`src/hdl/cpo_regs.svh`:
```
// Opcode, mask and reset-value constants for the port-output and misc execution block.
`ifndef CPO_REGS_SVH
`define CPO_REGS_SVH

// ==============================================================
// Instruction encodings, 10-bit words.
`define CPO_OP_NO_OPERATION 10'h000
`define CPO_OP_OR_MEM     10'h019
`define CPO_OP_BANK_BASE  10'h048
`define CPO_OP_BANK_MASK  10'h3FC
`define CPO_OP_BIT_PORT   10'h21F
`define CPO_OP_PORT_ZERO  10'h220
`define CPO_OP_PORT_ONE   10'h221
`define CPO_OP_PORT_TWO   10'h222
`define CPO_OP_PORT_THREE 10'h223

// ==============================================================
// Field positions and reset values.
`define CPO_IMM_MSB       1
`define CPO_IMM_LSB       0
`define CPO_NARROW_MSB    1
`define CPO_NARROW_LSB    0
`define CPO_BIT_POS       0
`define CPO_BANK_RST      2'h0
`define CPO_PORT4_RST     4'h0
`define CPO_PORT2_RST     2'h0
`define CPO_BIT_RST       1'h0
`define CPO_ACC_RST       4'h0

`endif
```
`src/hdl/cpo_pkg.sv`:
```
// Types shared by the port-output and misc execution block.
package cpo_pkg;

    // ==============================================================
    // Instruction word as handed over by the fetch unit.
    typedef struct packed {
        logic       valid;
        logic [9:0] word;
    } cpo_instr_t;

    // ==============================================================
    // Output port latches as seen by the pin drivers.
    typedef struct packed {
        logic       bitK;
        logic [3:0] portZero;
        logic [3:0] portOne;
        logic [1:0] portTwo;
        logic [1:0] portThree;
    } cpo_ports_t;

    // ==============================================================
    // Accumulator write-back request.
    typedef struct packed {
        logic       we;
        logic [3:0] data;
    } cpo_acc_wr_t;

endpackage

```
`src/hdl/cpo_exec.sv`:
```
// Execution logic for bank load, no-operation, port output and OR-with-memory instructions.
//
// Behaviour
// - Word 00010010zz loads the two-bit immediate zz into the bank-select register in one cycle.
// - The all-zero word only advances the program counter by one and changes nothing else.
// - Word 1000011111 drives accumulator bit 0 onto the single-bit port, carry untouched.
// - Word 1000100000 copies all four accumulator bits to port zero, carry untouched.
// - Word 1000100001 copies all four accumulator bits to port one, carry untouched.
// - Word 1000100010 copies accumulator bits 1 and 0 to the two bits of port two.
// - Word 1000100011 copies accumulator bits 1 and 0 to port three, carry untouched.
// - Word 0000011001 writes accumulator OR the data-pointer RAM nibble back to the accumulator.
// - None of these words skips the next one; each advances the program counter by one.
`timescale 1ns/1ps
`include "cpo_regs.svh"

module cpo_exec
    import cpo_pkg::*;
(
    input  wire logic        clk_sys,
    input  wire logic        rst,
    input  cpo_instr_t       instrIn,
    input  wire logic [3:0]  accIn,
    input  wire logic [3:0]  ramNibble,
    output logic      [1:0]  bankSel,
    output cpo_ports_t       portOut,
    output cpo_acc_wr_t      accWr,
    output logic             pcAdvance,
    output logic             skipNext,
    output logic             carryWe,
    output logic             instrHit
);

    // ==============================================================
    // Decode.
    // Each class is a full-word compare except the bank load, whose low two bits are data.
    logic       isBank;
    logic       isNoOp;
    logic       isBit;
    logic       isPortZero;
    logic       isPortOne;
    logic       isPortTwo;
    logic       isPortThree;
    logic       isOrMem;
    logic       anyHit;
    logic [1:0] bankImm;

    assign isBank      = instrIn.valid &&
                         ((instrIn.word & `CPO_OP_BANK_MASK) == `CPO_OP_BANK_BASE);
    assign bankImm     = instrIn.word[`CPO_IMM_MSB:`CPO_IMM_LSB];
    assign isNoOp      = instrIn.valid && (instrIn.word == `CPO_OP_NO_OPERATION);
    assign isBit       = instrIn.valid && (instrIn.word == `CPO_OP_BIT_PORT);
    assign isPortZero  = instrIn.valid && (instrIn.word == `CPO_OP_PORT_ZERO);
    assign isPortOne   = instrIn.valid && (instrIn.word == `CPO_OP_PORT_ONE);
    assign isPortTwo   = instrIn.valid && (instrIn.word == `CPO_OP_PORT_TWO);
    assign isPortThree = instrIn.valid && (instrIn.word == `CPO_OP_PORT_THREE);
    assign isOrMem     = instrIn.valid && (instrIn.word == `CPO_OP_OR_MEM);
    assign anyHit      = isBank | isNoOp | isBit | isPortZero | isPortOne |
                         isPortTwo | isPortThree | isOrMem;

    // The hit flag is a handshake toward the core, so it stays combinational.
    assign instrHit = anyHit;

    // ==============================================================
    // Bank-select register and output port latches.
    cpo_out_latch #(.WIDTH(2)) u_bank (
        .clk_sys (clk_sys),
        .rst     (rst),
        .load    (isBank),
        .d       (bankImm),
        .q       (bankSel)
    );

    cpo_out_latch #(.WIDTH(1)) u_bit (
        .clk_sys (clk_sys),
        .rst     (rst),
        .load    (isBit),
        .d       (accIn[`CPO_BIT_POS]),
        .q       (portOut.bitK)
    );

    cpo_out_latch #(.WIDTH(4)) u_port0 (
        .clk_sys (clk_sys),
        .rst     (rst),
        .load    (isPortZero),
        .d       (accIn),
        .q       (portOut.portZero)
    );

    cpo_out_latch #(.WIDTH(4)) u_port1 (
        .clk_sys (clk_sys),
        .rst     (rst),
        .load    (isPortOne),
        .d       (accIn),
        .q       (portOut.portOne)
    );

    // Only the low two accumulator bits reach the narrow ports; the upper two are dropped.
    cpo_out_latch #(.WIDTH(2)) u_port2 (
        .clk_sys (clk_sys),
        .rst     (rst),
        .load    (isPortTwo),
        .d       (accIn[`CPO_NARROW_MSB:`CPO_NARROW_LSB]),
        .q       (portOut.portTwo)
    );

    cpo_out_latch #(.WIDTH(2)) u_port3 (
        .clk_sys (clk_sys),
        .rst     (rst),
        .load    (isPortThree),
        .d       (accIn[`CPO_NARROW_MSB:`CPO_NARROW_LSB]),
        .q       (portOut.portThree)
    );

    // ==============================================================
    // Accumulator write-back and program-counter step.
    logic       accWe_ff;
    logic [3:0] accData_ff;
    logic       pcAdv_ff;
    logic       nxt_accWe;
    logic [3:0] nxt_accData;
    logic       nxt_pcAdv;

    // Only the OR word touches the accumulator; the data is held between writes.
    assign nxt_accWe   = isOrMem;
    assign nxt_accData = isOrMem ? (accIn | ramNibble) : accData_ff;
    // Every word of this group is one word long, so the counter always steps by one.
    assign nxt_pcAdv   = anyHit;

    always_ff @(posedge clk_sys) begin
        if (rst) begin
            accWe_ff   <= 1'b0;
            accData_ff <= `CPO_ACC_RST;
            pcAdv_ff   <= 1'b0;
        end else begin
            accWe_ff   <= nxt_accWe;
            accData_ff <= nxt_accData;
            pcAdv_ff   <= nxt_pcAdv;
        end
    end

    assign accWr.we   = accWe_ff;
    assign accWr.data = accData_ff;
    assign pcAdvance  = pcAdv_ff;

    // No word here skips its successor or writes the carry flag.
    assign skipNext = 1'b0;
    assign carryWe  = 1'b0;
endmodule // cpo_exec

```
`src/hdl/cpo_out_latch.sv`:
```
// Loadable holding latch used for the bank register and every output port.
`timescale 1ns/1ps

module cpo_out_latch #(
    parameter int WIDTH = 4
) (
    input  wire logic             clk_sys,
    input  wire logic             rst,
    input  wire logic             load,
    input  wire logic [WIDTH-1:0] d,
    output logic      [WIDTH-1:0] q
);

    // ==============================================================
    // Holding register.
    logic [WIDTH-1:0] hold_ff;
    logic [WIDTH-1:0] nxt_hold;

    // The value persists until the next load, so pins never glitch between writes.
    assign nxt_hold = load ? d : hold_ff;

    // Synchronous reset clears to zero, a quiet level on every port.
    always_ff @(posedge clk_sys) begin
        if (rst) begin
            hold_ff <= {WIDTH{1'b0}};
        end else begin
            hold_ff <= nxt_hold;
        end
    end

    assign q = hold_ff;

endmodule // cpo_out_latch

```
`config.mk`:
```
export PLATFORM = sky130hd
export DESIGN_NAME = cpo_exec
export DESIGN_NICKNAME = d
export VERILOG_FILES = /design/src/hdl/cpo_pkg.sv /design/src/hdl/cpo_exec.sv /design/src/hdl/cpo_out_latch.sv
export VERILOG_INCLUDE_DIRS = /design/src /design/src/hdl
export SDC_FILE = /design/constraint.sdc
export NUM_CORES = 1
export LEC_CHECK = 0
export BUFFER_PORTS_ARGS = -buffer_cell sky130_fd_sc_hd__buf_2
export CELL_PAD_IN_SITES_DETAIL_PLACEMENT = 1
export CELL_PAD_IN_SITES_GLOBAL_PLACEMENT = 1
export CORE_ASPECT_RATIO = 0.7
export CORE_MARGIN = 8
export CORE_UTILIZATION = 32
export DETAILED_ROUTE_END_ITERATION = 12
export GPL_ROUTABILITY_DRIVEN = 0
export GPL_TIMING_DRIVEN = 0
export HOLD_SLACK_MARGIN = 0.06
export PLACE_DENSITY_LB_ADDON = 0.1
export REMOVE_ABC_BUFFERS = 1
export SETUP_SLACK_MARGIN = 0.1
export SLEW_MARGIN = 20
export SYNTH_ARGS = -nofsm -noshare
export SYNTH_HDL_FRONTEND = slang
export SYNTH_SLANG_ARGS = --single-unit
```
`constraint.sdc`:
```
create_clock -name clk_sys -period 1.62 [get_ports clk_sys]
set_input_delay 0.324 -clock clk_sys [delete_from_list [all_inputs] [get_ports clk_sys]]
set_output_delay 0.324 -clock clk_sys [all_outputs]
set_load 0.02 [all_outputs]
```
==> key figures <==
Timing
  • Fmax: 601.7 MHz
  • Hold WS: 0.3247 ns
  • Final Max Slew Viols: 0
  • Max Clock Skew: 0 ns
  • RSZ-0062 raised after global routing: yes
  • Final Critical Period: 1.662 ns
  • Fin crit share: 102.6%
  • Slew @ Worst Pin: 0.5187 ns
  • Setup_tns: -0.04186 ns
  • Endpoints failing setup: 1
  • Final Hold Viols: 0
  • Final WS setup: -0.04186 ns
  • Slew Limit Headroom: 64.95%

Clocking
  • Clk slew on worst S/H paths: 0.08 ns
  • Latest clock arrival within the worst-skew pair: 0.26 ns
  • Clock root buffer: clkbuf_8
  • H-tree levels: 1
  • Total CTS buffers: 3
  • Clock Sinks: 21
  • CTS tree: yes
  • Maximum clock path buffer count: 2

Synthesis
  • Syn Area/Cell: 9.445 µm²
  • EDFF count, synth: 0
  • Synth Cell Area: 963.4 µm²
  • Async SR Flop Fraction: 0%
  • Sequential area share after synthesis: 43.64%
  • Dominant synthesized flop cell: dfxtp_1
  • Top cells by area, synth: dfxtp_1 44%, mux2i_1 15%, nor2_1 8.2%, nor3_1 5.2%, nor4b_4 4.9%
  • Unique masters post-synth: 23
  • Mapped Cells: 102
  • Yosys warns: 0
  • Cell accounting for the most synthesized area: dfxtp_1
  • FF+latch count, synth: 21
  • Synth top area share: 43.64%

Worst hold path
  • Hold Path Sink: accData_ff[2]
  • Hold depth: 3
  • Min-delay src: ramNibble[2]
  • Worst Hold Class: in2reg

Setup path
  • Worst Path Arrival: 1.34 ns
  • Worst Path Buf+Inv: 2
  • Setup crit start: instrIn[6]
  • CP startpoint kind: primary input
  • Crit path capture type: output pin
  • Crit-path max cell delay: 0.29 ns
  • CP required: 1.30 ns
  • Critical path's slowest cell: nor4b_4
  • Crit-path leading delay family: simple AND/OR/NAND/NOR gates
  • RR Startpoint: accData_ff[0]
  • Max FO, Critical Path: 4
  • Critical R2R Capture: accData_ff[0]
  • Setup slack, reg-to-reg: 0.97 ns
  • Setup Crit Path Kind: in2out
  • Critical Path, Cell by Cell: buf_8, nand4b_1, nor4b_4, a32oi_1, nand3_1, buf_6
  • Cells on worst reg2reg path: 2

Placement
  • Port bufs: 42
  • Placed Area: 1185 µm²
  • Final HPWL DP: 2143 µm

Floorplan
  • Core area: 2823 µm²
  • Site Rows: 16
  • Die W: 81.58 µm
  • Die span in y: 61.91 µm
  • Ports: 45
  • Initial core utilization: 34.13%
  • Die ar.: 5050 µm²

Cells and area
  • Nets: 176
  • Synth-to-Final Area Change: 42.34%
  • Fin util: 48.58%
  • Layout cells sized above 1: 41.56%
  • Post-route cell area: 1371 µm²
  • Ant. Diodes: 0

Route
  • WL final: 3084 µm
  • Detail-routed via count per cell: 4.937
  • DRC: 0
  • Routed len/inst: 16.23 µm
  • Drt pass-1 iters: 4
  • Initial DRC count: 15
  • Via count: 938
  • Routed Antenna Nets: 0

GRT
  • GRT Residual Overflow: 0
  • Largest net degree at the start of global routing: 22
  • Vias in the first global route: 999
  • Total track usage: 12.70%
  • First-pass GRT wire length: 4892 µm
  • Initial antenna violation count: 0

Power
  • PD cells: 704.6 nW/µm²
  • Leak: 0.7444 nW
  • Largest vdd supply drop: 0.4681 mV
  • Total power: 0.9663 mW

Run
  • Max-Cap Viols: 0

Run status
  • Outcome: finished with violations
  • Violated checks: setup timing
-- cells in the mapped netlist, types with 2 or more instances --
| library cell | n |
|---|---|
| and3_1 | 2 |
| buf_4 | 4 |
| clkbuf_1 | 2 |
| dfxtp_1 | 21 |
| mux2i_1 | 14 |
| nand2_1 | 2 |
| nand3_1 | 5 |
| nand4_1 | 3 |
| nand4_2 | 2 |
| nor2_1 | 21 |
| nor2b_1 | 3 |
| nor3_1 | 10 |
| nor4b_4 | 2 |
| nor4bb_1 | 2 |
-- area by class of cell --
type                            count  area [µm²]
Tap cell                           36       45.04
Fill cell                         345        1451
Timing Repair Buffer               53       326.6
Clock buffer                        3       41.29
Multi-Input combinational cell     76       533.0
Clock inverter                      1       5.005
Sequential cell                    21       420.4
-- report_power, final --
part	leakage [nW]	switching (mW)	internal (mW)
Sequential	0.169	0.000124	0.516
Combinational	0.550	0.0594	0.0415
Clock	0.0255	0.178	0.171
-- layout by cell type (no fill, tap or decap), types with 2 or more instances in the layout --
cell type   n
buf_6       5
nor4b_4     3
nor3_1     10
nand4_2     2
dfxtp_1    21
buf_4       8
nand4_1     3
nand3_1     5
mux2i_1    14
clkbuf_8    3
conb_1      2
buf_2      39
nor2b_1     2
and3_1      2
nor2_1     21
nand2_1     2
-- logic make-up after synthesis --
group           share of synthesized area (%)
compound gates                          2.858
flops                                   43.64
other cells                            0.3892
simple gates                            34.68
buf+inv                                 3.897
mux                                     14.54
-- registers in the layout (all words and copies together), names as in the netlist --
signal / flops
u_port0.q: 4
accWe_ff: 1
accData_ff: 4
u_port3.q: 2
u_bit.q: 1
pcAdvance: 1
u_port2.q: 2
u_port1.q: 4
u_bank.q: 2
-- metrics by stage --
step | setup slack, ns | instances
2_1_floorplan | 0.05135 | 97
3_3_place_gp | -0.3048 | 175
3_5_place_dp | -0.3304 | 175
4_1_cts | -0.01384 | 189
5_1_grt | -0.1091 | 190
6_report | -0.04186 | 190
-- tightest hold or removal path: cells and delay by family --
| kind | cells | cell delay [ns] |
|---|---|---|
| and+or+nand+nor | 2 | 0.14 |
| buffers and inverters | 1 | 0.07 |
-- what timing repair did --
| action | CTS | global route |
|---|---|---|
| setup endpoints to repair | 1 | 3 |
| gates cloned | 0 | 0 |
| resized for setup | 13 | 1 |
| pin swaps | 7 | 0 |
| hold buffers | 0 | 0 |
| setup buffers | 10 | 1 |
-- metal layers --
layer	track usage, %	wire length [µm]
met1	14.39	1331
met5	0	0
met3	4.885	199
met4	2.985	38
met2	22.26	1514
-- worst max path at each step --
stage | end | slack, ns | cells after the start
6_report | instrHit | -0.04 | 6
5_1_grt | instrHit | -0.11 | 6
4_1_cts | instrHit | -0.01 | 6
3_5_place_dp | instrHit | -0.33 | 6
3_3_place_gp | instrHit | -0.30 | 6
2_1_floorplan | instrHit | 0.05 | 4
Power figures use the tool's default switching activity.
